===== config.mk =====
export PLATFORM = sky130hd
export DESIGN_NAME = dspcr_core
export DESIGN_NICKNAME = d
export VERILOG_FILES = /design/src/dspcr_core.v
export VERILOG_INCLUDE_DIRS = /design/src /design/src/src
export SDC_FILE = /design/constraint.sdc
export NUM_CORES = 2
export LEC_CHECK = 0
export ABC_AREA = 0
export BUFFER_PORTS_ARGS = -buffer_cell sky130_fd_sc_hd__buf_4
export CAP_MARGIN = 15
export CORE_AREA = 2 2 303 305
export DETAILED_ROUTE_END_ITERATION = 6
export DIE_AREA = 0 0 305 307
export PLACE_DENSITY = 0.64
export SYNTH_ARGS = -nofsm -noshare
export SYNTH_HDL_FRONTEND = slang
export SYNTH_SLANG_ARGS = --single-unit

===== constraint.sdc =====
create_clock -name pclk -period 7.65 [get_ports pclk]
set_input_delay 1.53 -clock pclk [delete_from_list [all_inputs] [get_ports pclk]]
set_output_delay 1.53 -clock pclk [all_outputs]
set_load 0.01 [all_outputs]

===== src/dspcr_map.vh =====
// dspcr_map.vh: register offsets, field positions and reset values
// for the dsp core register-state block; included by dspcr_core.v.
// assumes a 32-bit apb slave with one register per aligned word.
`ifndef DSPCR_MAP_VH
`define DSPCR_MAP_VH
// apb byte offsets
`define DSPCR_OFF_CMD        12'h000
`define DSPCR_OFF_OPA        12'h004
`define DSPCR_OFF_OPB        12'h008
`define DSPCR_OFF_SUM        12'h00C
`define DSPCR_OFF_AUXSEL     12'h010
`define DSPCR_OFF_AUXDATA    12'h014
`define DSPCR_OFF_PTRS       12'h018
`define DSPCR_OFF_DIRADDR    12'h01C
`define DSPCR_OFF_IRQ        12'h020
`define DSPCR_OFF_PFC        12'h024
`define DSPCR_OFF_PC         12'h028
`define DSPCR_OFF_PROD       12'h02C
`define DSPCR_OFF_TREG       12'h030
`define DSPCR_OFF_RPT        12'h034
`define DSPCR_OFF_STAT       12'h038
`define DSPCR_OFF_INSTR      12'h03C
`define DSPCR_OFF_STACK      12'h040
// command codes, written to bits 4:0 of the command register
`define DSPCR_CMD_ALU_ADD    5'h01
`define DSPCR_CMD_ALU_SUB    5'h02
`define DSPCR_CMD_ALU_AND    5'h03
`define DSPCR_CMD_ALU_OR     5'h04
`define DSPCR_CMD_ALU_XOR    5'h05
`define DSPCR_CMD_AUX_ADD    5'h06
`define DSPCR_CMD_AUX_SUB    5'h07
`define DSPCR_CMD_LD_PTR     5'h08
`define DSPCR_CMD_LD_ST0     5'h09
`define DSPCR_CMD_LD_ST1     5'h0A
`define DSPCR_CMD_MUL        5'h0B
`define DSPCR_CMD_BORROW     5'h0C
`define DSPCR_CMD_RESTORE    5'h0D
`define DSPCR_CMD_PREFETCH   5'h0E
`define DSPCR_CMD_DECODE     5'h0F
`define DSPCR_CMD_PUSH_PC    5'h10
`define DSPCR_CMD_PUSH_SUML  5'h11
`define DSPCR_CMD_PUSH_DATA  5'h12
`define DSPCR_CMD_POP        5'h13
`define DSPCR_CMD_RPT_STEP   5'h14
// field positions
`define DSPCR_ARB_LSB        8
`define DSPCR_DP_LSB         16
`define DSPCR_ST1_ARB_LSB    13
// reset values
`define DSPCR_RST_W16        16'h0000
`define DSPCR_RST_W32        32'h0000_0000
`endif


===== src/dspcr_core.v =====
// dspcr_core.v: architectural register state of a 16-bit fixed-point
// dsp core, reached over apb. assumes a single clock and that software
// drives the core's micro-operations through the command register.
`timescale 1ns/1ps
`include "dspcr_map.vh"
module dspcr_core #(
  parameter AUX_COUNT   = 8,     // auxiliary registers selectable, 5 or 8
  parameter STACK_DEPTH = 8      // hardware stack entries, 4 or 8
) (
  input  wire        pclk,          // core clock, 40 mhz
  input  wire        presetn,       // asynchronous reset, active low
  input  wire        psel,          // apb select
  input  wire        penable,       // apb access phase
  input  wire        pwrite,        // apb direction, 1 = write
  input  wire [11:0] paddr,         // apb byte address
  input  wire [31:0] pwdata,        // apb write data
  output reg  [31:0] prdata,        // apb read data
  output reg         pready,        // apb ready
  output reg         pslverr,       // apb error, unmapped address
  input  wire [2:0]  ext_irq_lines_n, // external interrupts, active low
  input  wire        ser_tx_irq,    // serial transmit interrupt
  input  wire        ser_rx_irq,    // serial receive interrupt
  input  wire        timer_irq,     // timer interrupt
  output reg  [15:0] aux_file_bus,  // selected auxiliary register
  output reg  [15:0] direct_addr_bus, // page plus instruction offset
  output reg  [15:0] pfc_mem_addr,  // borrowed prefetch address
  output reg         pfc_addr_data, // 1: address is data space
  output reg  [5:0]  irq_pending    // flags gated by mask
);

  // command phase: each command acts one cycle after its apb write
  reg [4:0]  cmd;                 // pending command code
  reg        cmd_valid;           // pending command strobe
  reg [2:0]  cmd_op;              // borrow opcode kind
  reg [31:0] opa;                 // alu operand a / general argument
  reg [31:0] opb;                 // alu operand b
  reg [31:0] sum_register;        // alu result
  reg [15:0] aux_regs [0:7];      // auxiliary register file
  reg [2:0]  aux_sel;             // software index into aux file
  reg [2:0]  aux_pointer;         // active auxiliary register
  reg [2:0]  aux_pointer_buffer;  // previous pointer value
  reg [8:0]  page_pointer;        // data page
  reg [5:0]  irq_flags;           // latched sources
  reg [5:0]  irq_mask;            // 1 = source enabled
  reg [15:0] prefetch_counter;    // address being prefetched
  reg [15:0] micro_call_slot;     // saved prefetch counter
  reg        pfc_borrowed;        // counter lent to a move/mac
  reg [15:0] prog_counter;        // next instruction address
  reg [31:0] mul_result_reg;      // product
  reg [15:0] multiplicand_reg;    // multiplier operand / shift count
  reg [7:0]  repeat_counter;      // repeat count
  reg [15:0] status_word0;        // status and control word 0
  reg [15:0] status_word1;        // status and control word 1
  reg [15:0] instr_reg;           // executing instruction
  reg [15:0] queued_instr_reg;    // prefetched instruction
  reg [15:0] hw_stack [0:7];      // hardware stack storage
  reg [3:0]  stack_cnt;           // entries in use
  reg [15:0] stack_top;           // last popped value
  integer    i;                   // aux file reset index
  integer    j;                   // stack reset index, own driver

  wire        wr_en = psel & penable & pwrite;     // write takes effect
  wire        rd_en = psel & penable & ~pwrite;    // read is sampled
  wire [31:0] alu_sum  = opa + opb;                // two's-complement add
  wire [31:0] alu_diff = opa - opb;                // two's-complement sub
  wire [2:0]  aux_max  = AUX_COUNT[2:0] - 3'd1;    // highest pointer value
  wire [2:0]  ptr_arg  = (opa[2:0] > aux_max) ? aux_max : opa[2:0];
  wire [15:0] aux_cur  = aux_regs[aux_pointer];    // pointer-selected entry
  wire        stk_full = (stack_cnt == STACK_DEPTH[3:0]);
  wire [5:0]  irq_src  = {timer_irq, ser_rx_irq, ser_tx_irq, ~ext_irq_lines_n};

  // apb slave: zero-wait answer, errors on unmapped addresses
  reg        addr_ok;              // address decodes to a register
  reg [31:0] rd_mux;               // selected read value
  always @*
  begin
    addr_ok = 1'b1;
    rd_mux  = 32'h0000_0000;
    if (paddr == `DSPCR_OFF_CMD)
      rd_mux = {27'h000_0000, cmd};
    else if (paddr == `DSPCR_OFF_OPA)
      rd_mux = opa;
    else if (paddr == `DSPCR_OFF_OPB)
      rd_mux = opb;
    else if (paddr == `DSPCR_OFF_SUM)
      rd_mux = sum_register;
    else if (paddr == `DSPCR_OFF_AUXSEL)
      rd_mux = {29'h0000_0000, aux_sel};
    else if (paddr == `DSPCR_OFF_AUXDATA)
      rd_mux = {16'h0000, aux_regs[aux_sel]};
    else if (paddr == `DSPCR_OFF_PTRS)
      rd_mux = {7'h00, page_pointer, 5'h00, aux_pointer_buffer, 5'h00, aux_pointer};
    else if (paddr == `DSPCR_OFF_DIRADDR)
      rd_mux = {16'h0000, direct_addr_bus};
    else if (paddr == `DSPCR_OFF_IRQ)
      rd_mux = {26'h000_0000, irq_mask};    // flags have no read path
    else if (paddr == `DSPCR_OFF_PFC)
      rd_mux = {micro_call_slot, prefetch_counter};
    else if (paddr == `DSPCR_OFF_PC)
      rd_mux = {16'h0000, prog_counter};
    else if (paddr == `DSPCR_OFF_PROD)
      rd_mux = mul_result_reg;
    else if (paddr == `DSPCR_OFF_TREG)
      rd_mux = {16'h0000, multiplicand_reg};
    else if (paddr == `DSPCR_OFF_RPT)
      rd_mux = {24'h00_0000, repeat_counter};
    else if (paddr == `DSPCR_OFF_STAT)
      rd_mux = {status_word1, status_word0};
    else if (paddr == `DSPCR_OFF_INSTR)
      rd_mux = {queued_instr_reg, instr_reg};
    else if (paddr == `DSPCR_OFF_STACK)
      rd_mux = {12'h000, stack_cnt, stack_top};
    else
      addr_ok = 1'b0;
  end

  // bus answer registers: ready follows setup by one cycle
  always @(posedge pclk or negedge presetn)
  begin
    if (!presetn)
    begin
      pready  <= 1'b0;
      prdata  <= `DSPCR_RST_W32;
      pslverr <= 1'b0;
    end
    else
    begin
      pready  <= psel & ~penable;      // no wait state: ready in the first access cycle
      prdata  <= (psel & ~penable & ~pwrite & addr_ok) ? rd_mux : 32'h0000_0000;
      pslverr <= psel & ~penable & ~addr_ok;
    end
  end

  // software registers and command capture
  always @(posedge pclk or negedge presetn)
  begin
    if (!presetn)
    begin
      cmd       <= 5'h00;
      cmd_valid <= 1'b0;
      opa       <= `DSPCR_RST_W32;
      opb       <= `DSPCR_RST_W32;
      aux_sel   <= 3'h0;
      irq_mask  <= 6'h00;
    end
    else
    begin
      cmd_valid <= 1'b0;
      if (wr_en & pready & addr_ok)
      begin
        if (paddr == `DSPCR_OFF_CMD)
        begin
          cmd       <= pwdata[4:0];
          cmd_valid <= 1'b1;
        end
        else if (paddr == `DSPCR_OFF_OPA)
          opa <= pwdata;
        else if (paddr == `DSPCR_OFF_OPB)
          opb <= pwdata;
        else if (paddr == `DSPCR_OFF_AUXSEL)
          aux_sel <= pwdata[2:0];
        else if (paddr == `DSPCR_OFF_IRQ)
          irq_mask <= pwdata[5:0];
      end
    end
  end

  // sum register from the 32-bit alu
  always @(posedge pclk or negedge presetn)
  begin
    if (!presetn)
      sum_register <= `DSPCR_RST_W32;
    else if (cmd_valid)
    begin
      case (cmd)
        `DSPCR_CMD_ALU_ADD: sum_register <= alu_sum;
        `DSPCR_CMD_ALU_SUB: sum_register <= alu_diff;
        `DSPCR_CMD_ALU_AND: sum_register <= opa & opb;
        `DSPCR_CMD_ALU_OR:  sum_register <= opa | opb;
        `DSPCR_CMD_ALU_XOR: sum_register <= opa ^ opb;
        default:            sum_register <= sum_register;
      endcase
    end
  end

  // auxiliary file: software writes, plus the unsigned aux unit on the
  // pointer-selected entry; wraps modulo 2^16, no flags
  always @(posedge pclk or negedge presetn)
  begin
    if (!presetn)
    begin
      for (i = 0; i < 8; i = i + 1)
        aux_regs[i] <= `DSPCR_RST_W16;
    end
    else if (wr_en & pready & (paddr == `DSPCR_OFF_AUXDATA))
      aux_regs[aux_sel] <= pwdata[15:0];
    else if (cmd_valid & (cmd == `DSPCR_CMD_AUX_ADD))
      aux_regs[aux_pointer] <= aux_cur + opa[15:0];
    else if (cmd_valid & (cmd == `DSPCR_CMD_AUX_SUB))
      aux_regs[aux_pointer] <= aux_cur - opa[15:0];
  end

  // pointer, pointer buffer, page pointer and status words
  always @(posedge pclk or negedge presetn)
  begin
    if (!presetn)
    begin
      aux_pointer        <= 3'h0;
      aux_pointer_buffer <= 3'h0;
      page_pointer       <= 9'h000;
      status_word0       <= `DSPCR_RST_W16;
      status_word1       <= `DSPCR_RST_W16;
    end
    else if (cmd_valid)
    begin
      case (cmd)
        `DSPCR_CMD_LD_PTR:
        begin
          aux_pointer_buffer <= aux_pointer;
          aux_pointer        <= ptr_arg;
          page_pointer       <= opa[`DSPCR_DP_LSB+8:`DSPCR_DP_LSB];
        end
        `DSPCR_CMD_LD_ST0:
        begin
          status_word0 <= opa[15:0];
          aux_pointer  <= ptr_arg;     // buffer untouched
        end
        `DSPCR_CMD_LD_ST1:
        begin
          status_word1       <= opa[15:0];
          aux_pointer_buffer <= opa[`DSPCR_ST1_ARB_LSB+2:`DSPCR_ST1_ARB_LSB];
          aux_pointer        <= opa[`DSPCR_ST1_ARB_LSB+2:`DSPCR_ST1_ARB_LSB];
        end
        default:
        begin
          aux_pointer <= aux_pointer;
        end
      endcase
    end
  end

  // interrupt flags: set wins over clear; clear only by the decode command
  always @(posedge pclk or negedge presetn)
  begin
    if (!presetn)
      irq_flags <= 6'h00;
    else if (cmd_valid & (cmd == `DSPCR_CMD_DECODE))
      irq_flags <= (irq_flags & ~opa[21:16]) | irq_src;
    else
      irq_flags <= irq_flags | irq_src;
  end

  // prefetch counter, micro-call slot, program counter, instruction regs
  always @(posedge pclk or negedge presetn)
  begin
    if (!presetn)
    begin
      prefetch_counter <= `DSPCR_RST_W16;
      micro_call_slot  <= `DSPCR_RST_W16;
      pfc_borrowed     <= 1'b0;
      cmd_op           <= 3'h0;
      prog_counter     <= `DSPCR_RST_W16;
      instr_reg        <= `DSPCR_RST_W16;
      queued_instr_reg <= `DSPCR_RST_W16;
    end
    else if (cmd_valid)
    begin
      case (cmd)
        `DSPCR_CMD_PREFETCH:
        begin
          prefetch_counter <= opa[15:0];
          queued_instr_reg <= opb[15:0];
        end
        `DSPCR_CMD_BORROW:
        begin
          micro_call_slot  <= prefetch_counter;
          prefetch_counter <= opa[15:0];
          cmd_op           <= opb[2:0];    // 0 = data-space block move
          pfc_borrowed     <= 1'b1;
        end
        `DSPCR_CMD_RESTORE:
        begin
          prefetch_counter <= micro_call_slot;
          pfc_borrowed     <= 1'b0;
        end
        `DSPCR_CMD_DECODE:
        begin
          instr_reg    <= queued_instr_reg;
          prog_counter <= opa[15:0];
        end
        default:
        begin
          pfc_borrowed <= pfc_borrowed;
        end
      endcase
    end
  end

  // multiplier, multiplicand and repeat counter
  always @(posedge pclk or negedge presetn)
  begin
    if (!presetn)
    begin
      mul_result_reg   <= `DSPCR_RST_W32;
      multiplicand_reg <= `DSPCR_RST_W16;
      repeat_counter   <= 8'h00;
    end
    else if (wr_en & pready & (paddr == `DSPCR_OFF_TREG))
      multiplicand_reg <= pwdata[15:0];
    else if (wr_en & pready & (paddr == `DSPCR_OFF_RPT))
      repeat_counter <= pwdata[7:0];
    else if (cmd_valid & (cmd == `DSPCR_CMD_MUL))
      mul_result_reg <= $signed(multiplicand_reg) * $signed(opa[15:0]);
    else if (cmd_valid & (cmd == `DSPCR_CMD_RPT_STEP) & (repeat_counter != 8'h00))
      repeat_counter <= repeat_counter - 8'h01;
  end

  // hardware stack: push refused when full, pop ignored when empty
  always @(posedge pclk or negedge presetn)
  begin
    if (!presetn)
    begin
      stack_cnt <= 4'h0;
      stack_top <= `DSPCR_RST_W16;
      for (j = 0; j < 8; j = j + 1)
        hw_stack[j] <= `DSPCR_RST_W16;
    end
    else if (cmd_valid & ~stk_full & (cmd == `DSPCR_CMD_PUSH_PC))
    begin
      hw_stack[stack_cnt[2:0]] <= prog_counter;
      stack_cnt <= stack_cnt + 4'h1;
    end
    else if (cmd_valid & ~stk_full & (cmd == `DSPCR_CMD_PUSH_SUML))
    begin
      hw_stack[stack_cnt[2:0]] <= sum_register[15:0];
      stack_cnt <= stack_cnt + 4'h1;
    end
    else if (cmd_valid & ~stk_full & (cmd == `DSPCR_CMD_PUSH_DATA))
    begin
      hw_stack[stack_cnt[2:0]] <= opa[15:0];
      stack_cnt <= stack_cnt + 4'h1;
    end
    else if (cmd_valid & (stack_cnt != 4'h0) & (cmd == `DSPCR_CMD_POP))
    begin
      stack_top <= hw_stack[stack_cnt[2:0] - 3'd1];
      stack_cnt <= stack_cnt - 4'h1;
    end
  end

  // registered outputs
  always @(posedge pclk or negedge presetn)
  begin
    if (!presetn)
    begin
      aux_file_bus    <= `DSPCR_RST_W16;
      direct_addr_bus <= `DSPCR_RST_W16;
      pfc_mem_addr    <= `DSPCR_RST_W16;
      pfc_addr_data   <= 1'b0;
      irq_pending     <= 6'h00;
    end
    else
    begin
      aux_file_bus    <= aux_cur;
      direct_addr_bus <= {page_pointer, instr_reg[6:0]};
      pfc_mem_addr    <= pfc_borrowed ? prefetch_counter : 16'h0000;
      pfc_addr_data   <= pfc_borrowed & (cmd_op == 3'h0);
      irq_pending     <= irq_flags & irq_mask;
    end
  end

endmodule // dspcr_core


# [Word-level counts from Yosys, hierarchy flattened]
# Index checks and enable logic that the tools add are counted.
[word_totals] out_inout_bits=89 reg_bits=669
[op_classes] order_cmp=8 muxes=79 bitwise_logic=50 multipliers=1 reduce_logical=37 eq_ne=38 add_sub_neg=8
[op_table] cell="128-bit bitwise mux" n=6
[op_table] cell="128-bit 2-to-1 mux" n=6
[op_table] cell="32-bit 2-to-1 mux" n=17
[op_table] cell="16-bit 2-to-1 mux" n=10
[op_table] cell="32-bit case mux with 5 select lines" n=1
[op_table] cell="16-bit binary-select mux with 3-bit select" n=3
[op_table] cell="16-bit demux with 3-bit select" n=3
[op_table] cell="12-bit by 6-bit == test with 1-bit output (second input constant)" n=8
[op_table] cell="12-bit by 5-bit == test with 1-bit output (second input constant)" n=4
[op_table] cell="5-bit by 4-bit == test with 1-bit output (second input constant)" n=8
[op_table] cell="32-bit adder" n=1
[op_table] cell="32-bit bitwise AND" n=1
[op_table] cell="16-bit by 16-bit multiplier with 32-bit output" n=1
[op_table] cell="32-bit OR" n=1
[op_table] cell="16-bit case mux with 2 select lines" n=1
[op_table] cell="32-bit subtractor" n=1
[op_table] cell="32-bit XOR" n=1
[op_table] cell="5-bit == test (second input constant)" n=5
[op_table] cell="1-bit bitwise AND" n=24
[op_table] cell="12-bit by 4-bit == test with 1-bit output (second input constant)" n=2
[op_table] cell="8-bit 2-to-1 mux" n=3
[op_table] cell="2-bit AND reduction" n=12
[op_table] cell="5-bit by 3-bit == test with 1-bit output (second input constant)" n=4
[op_table] cell="20-bit 2-to-1 mux" n=1
[op_table] cell="other kinds (40)" n=97

# [Longest topological paths before layout]
[logic_depth] depth_word=20 depth_mapped=25 depth_no_buf=22

# [Worst setup path after synthesis]
# OpenSTA, ideal clock, no wires.
[synth_path] kind="register to register" from="reg opa[1]" to="reg mul_result_reg[27]" n_path_buf=2 setup_ns=0.123 path_slack_ns=1.403 arrival_time_ns=6.123 path_stages_with_launch=22 period_less_slack_ns=6.247 required_time_ns=7.527 path_cell_list="dfrtp_1 -> clkbuf_1 -> nand2_1 -> inv_1 -> fa_1 -> fa_1 -> fa_1 -> fa_1 -> fa_1 -> inv_1 -> fa_1 -> inv_1 -> ha_1 -> clkbuf_1 -> and4_1 -> a31o_2 -> a21oi_1 -> o21ai_0 -> a21o_1 -> a21oi_1 -> xor2_1 -> o21ai_1"
[synth_via] elab_chain_cells=1
[synth_lines] item="start, declared" line_no="dspcr_core.v:35" text="reg [31:0] opa;"
[synth_lines] item="start signal, assigned" line_no="dspcr_core.v:141" text="opa <= `DSPCR_RST_W32;"
[synth_lines] item="start signal, assigned" line_no="dspcr_core.v:157" text="opa <= pwdata;"
[synth_lines] item="16-bit by 16-bit multiplier with 32-bit output" line_no="dspcr_core.v:313" text="mul_result_reg <= $signed(multiplicand_reg) * $signed(opa[15:0]);"
[synth_lines] item="end signal, assigned" line_no="dspcr_core.v:304" text="mul_result_reg <= `DSPCR_RST_W32;"
[synth_lines] item="end signal, assigned" line_no="dspcr_core.v:313"
[synth_lines] item="end, declared" line_no="dspcr_core.v:49" text="reg [31:0] mul_result_reg;"
# Every way passes these cells.
# A chain may end at the register's enable or synchronous reset.

# [Worst setup path after layout]
[layout_path] from="reg aux_pointer[0]" to="reg aux_regs[76] in the netlist's numbering"
[layout_via] elab_chain_cells=9
[layout_lines] item="start, declared" line_no="dspcr_core.v:40" text="reg [2:0] aux_pointer;"
[layout_lines] item="start signal, assigned" line_no="dspcr_core.v:220" text="aux_pointer <= ptr_arg;"
[layout_lines] item="start signal, assigned" line_no="dspcr_core.v:226" text="aux_pointer <= ptr_arg;"
[layout_lines] item="start signal, assigned" line_no="dspcr_core.v:232" text="aux_pointer <= opa[`DSPCR_ST1_ARB_LSB+2:`DSPCR_ST1_ARB_LSB];"
[layout_lines] item="3-bit NOT with 4-bit output (implied by the code) (*)" line_no="dspcr_core.v:68" text="wire [15:0] aux_cur = aux_regs[aux_pointer];"
[layout_lines] item="16-bit binary-select mux with 3-bit select (*)" line_no="dspcr_core.v:68"
[layout_lines] item="16-bit 2-to-1 mux (implied by the code) (*) (2 in a row)" line_no="dspcr_core.v:68"
[layout_lines] item="named net aux_cur[2]" line_no="dspcr_core.v:68"
[layout_lines] item="16-bit subtractor" line_no="dspcr_core.v:200" text="aux_regs[aux_pointer] <= aux_cur - opa[15:0];"
[layout_lines] item="128-bit bitwise mux" line_no="dspcr_core.v:200"
[layout_lines] item="128-bit 2-to-1 mux" line_no="dspcr_core.v:199" text="else if (cmd_valid & (cmd == `DSPCR_CMD_AUX_SUB))"
[layout_lines] item="128-bit 2-to-1 mux (*)" line_no="dspcr_core.v:197" text="else if (cmd_valid & (cmd == `DSPCR_CMD_AUX_ADD))"
[layout_lines] item="128-bit 2-to-1 mux (*)" line_no="dspcr_core.v:195" text="else if (wr_en & pready & (paddr == `DSPCR_OFF_AUXDATA))"
[layout_lines] item="end signal, assigned by index" line_no="dspcr_core.v:196" text="aux_regs[aux_sel] <= pwdata[15:0];"
[layout_lines] item="end signal, assigned by index" line_no="dspcr_core.v:198" text="aux_regs[aux_pointer] <= aux_cur + opa[15:0];"
[layout_lines] item="end signal, assigned by index" line_no="dspcr_core.v:200"
[layout_lines] item="end, declared" line_no="dspcr_core.v:38" text="reg [15:0] aux_regs [0:7];"
# Mark *: on every way through the listed nets, which the timed path passes. The rest lies on a longest branch. The select of a mux whose other input is x is not followed.

==> results.toml <==
[run_status]
status = "complete, but fails checks"
violations = "DRC"

[flow_run]
maxCapViolations = 0

[synth]
syn_area_mm2 = 0.04572
syn_nets = 5063
yosysTopAreaCellShare_pct = 36.62
postSynthCellCount = 4531
yosys-top-cells-area = "dfrtp_1 37%, fa_1 12%, mux2_2 6.3%"
synth_edf_count = 0
synth.yosys.seq_area_share_pct = 36.62
ys_seq_elements = 669
ys_types = 87
synth-main-ff-cell = "dfrtp_1"
async_flop_share_pct = 100.0
synth_area_per_cell_um2 = 10.09
yosysWarningCount = 0
synth_top_area_cell = "dfrtp_1"

[critical_path]
regToRegSetupSlack_ps = 860
critPathKind = "reg -> reg"
crit_path_end = "aux_regs[76]"
reg2reg_to = "aux_regs[76]"
r2r-start = "aux_pointer[0]"
crit_required_ps = 8150
end_kind = "register"
ff2ff_path_depth = 14
cp.arrival_ps = 7300
setup.worst_path.start = "aux_pointer[0]"
cp-start-kind = "register"
cp_max_fo = 14

[sta]
max_freq_mhz = 147.2
slew_violations = 0
tns_ps = 0
finClkSkew_ps = 39.77
fin_crit_sh_pct = 88.78
min_period_ps = 6792
worst_pin_slew_ps = 1287
slew_headroom_pct = 13.57
grt_setup_unrepaired = "no"
setup_viol_count_final = 0
finalHoldViolations = 0

[cts]
htree_levels = 3
cts-hold-fix-buffers = 0
cts_tree = "done"
post_cts_buffers = 0
ctsResizeCount = 0
cts-root-buf = "clkbuf_16"
insertion_delay_ps = 680
clock_sinks = 669
clockBufferDepth = 3
cts_buffers = 78
clk_pin_slew_ps = 60

[final_layout]
syn_to_final_growth_pct = 11.27
drive_gt1_share_pct = 16.13
fillers = 7978
reg.largest.list = "aux_regs x128, hw_stack x128"
finalNetCount = 5114

[pwr]
power_mw = 7.654
powerDensity_mw_per_mm2 = 150.5
p_leak_nw = 24.10
peakVddDrop_mv = 0.1658

[die]
die_w_um = 305
die_h_um = 307
row_count = 111
die_area_mm2 = 0.09364
initial_core_util_pct = 50.41
fp.coreArea_mm2 = 0.09069
io_pins = 144

[drt]
first_pass_iters = 7
dr.first_iter.drc_count = 4708
ant_nets = 0
route.detailed.wl_per_inst_um = 29.45
via_per_inst = 6.506
drc_errors = 1
via_count = 37960
drt-total-wl_um = 171900

[placement]
io_buffer_count = 143
gp_congestion = 1.114
hpwlAfterDp_um = 122900

[grt]
grt_pass1_wl_um = 254900
grt-ovfl-total = 0
track_usage_pct = 36.92
antenna_found_initial = 16
grt_max_degree = 149
grt_pass1_vias = 37179

[worst_hold_path]
min-delay-start = "page_pointer[2]"
hold_class = "reg -> reg"
-- logic make-up after synthesis --
group                    count (synthesis)  share of synthesized area, %
AND/OR/NAND/NOR                       1132                         11.49
flip-flops                             669                         36.62
adder cells (fa/ha/maj)                477                         17.41
multiplexers                           400                         10.97
AO/OA/AOI/OAI                         1096                         16.02
buffers and inverters                  650                         5.438
XOR/XNOR                               107                         2.050
-- metal layers --
layer | track usage [%] | wire, µm | vias to the layer above
li1 | - | - | 16061
met1 | 50.79 | 68270 | 19056
met2 | 53.08 | 72160 | 2339
met3 | 11.86 | 22100 | 490
met4 | 17.00 | 9248 | 14
met5 | 0 | 88 | -
-- Yosys cell counts, types with 18 or more instances --
library cell and instances:
a211oi_1 18, a21o_1 53, a21oi_1 175, a221o_1 52, a221oi_1 88, a222oi_1 31, a22oi_1 130, a31oi_1 43
and2_1 151, and3_1 18, buf_1 26, buf_2 22, clkbuf_1 223, dfrtp_1 669, fa_1 265, ha_1 212
inv_1 370, mux2_2 256, mux2i_1 77, mux4_2 54, nand2_1 453, nand2b_1 22, nand3_1 40, nor2_1 278
nor2b_1 20, nor3_1 61, o211ai_1 19, o21ai_0 320, o22ai_1 26, xnor2_1 77, xor2_1 30
-- cell usage in the layout, fill, tap and decap left out, types with 29 or more instances in the layout --
cell type	instances
clkbuf_16	78
nand2_1	452
inv_1	370
a31oi_1	43
a221o_1	52
nor3_1	51
mux4_2	54
and2_1	151
a222oi_1	31
a21o_1	53
buf_4	243
mux2i_1	77
ha_1	212
mux2_2	256
o21ai_0	320
xor2_1	29
dfrtp_1	666
a21oi_1	173
xnor2_1	77
a221oi_1	88
nor2_1	269
fa_1	265
a22oi_1	130
nand3_1	40
-- how the worst min path moves through the flow --
stage                                      to  slack, ps  cells after the start
after detailed placement  direct_addr_bus[11]        390                      0
final                      direct_addr_bus[9]        400                      0
after global routing       direct_addr_bus[9]        410                      0
after floorplan            direct_addr_bus[5]        370                      0
after global placement    direct_addr_bus[11]        390                      0
after CTS                  direct_addr_bus[9]        400                      0
-- through the flow --
stage,area [µm²],std cells,setup WS (ps),hold slack [ps],util [%]
after floorplan,45720,4531,1403,370.2,-
after global placement,48180,5688,1020,385.4,53.12
after detailed placement,48180,5688,987.1,386.4,53.12
after CTS,50860,5830,936.9,396.4,56.08
after global routing,50860,5830,614.7,410.5,56.08
final,50870,5835,858.1,400.3,56.09
-- critical path: stages (launching register included) --
cell and delay (ps):
dfrtp_1 930, clkinv_1 740, nor2_1 890, a222oi_1 180, o21ai_0 810, ha_1 470, a21oi_1 180, o21bai_1 140
a2111oi_0 660, o31ai_1 250, o41ai_1 300, a21oi_1 110, xnor2_1 640, or2_2 250, a211oi_1 70
-- power breakdown --
part	internal (mW)	leakage (nW)	switching [mW]
sequential	3.54	9.30	0.000567
combinational	0.0319	13.5	0.149
clock	2.25	1.32	1.69
-- area by class of cell --
cell class	instances	area (µm²)	area share [%]
Multi-Input combinational cell	3212	26660	52.41
Sequential cell	669	16740	32.92
Clock buffer	106	2227	4.378
Timing Repair Buffer	246	1879	3.694
Tap cell	1186	1484	2.917
Inverter	375	1408	2.767
Clock inverter	36	454.2	0.8929
Antenna cell	5	12.51	0.02460
No activity file was read; power rests on OpenSTA's default activity.
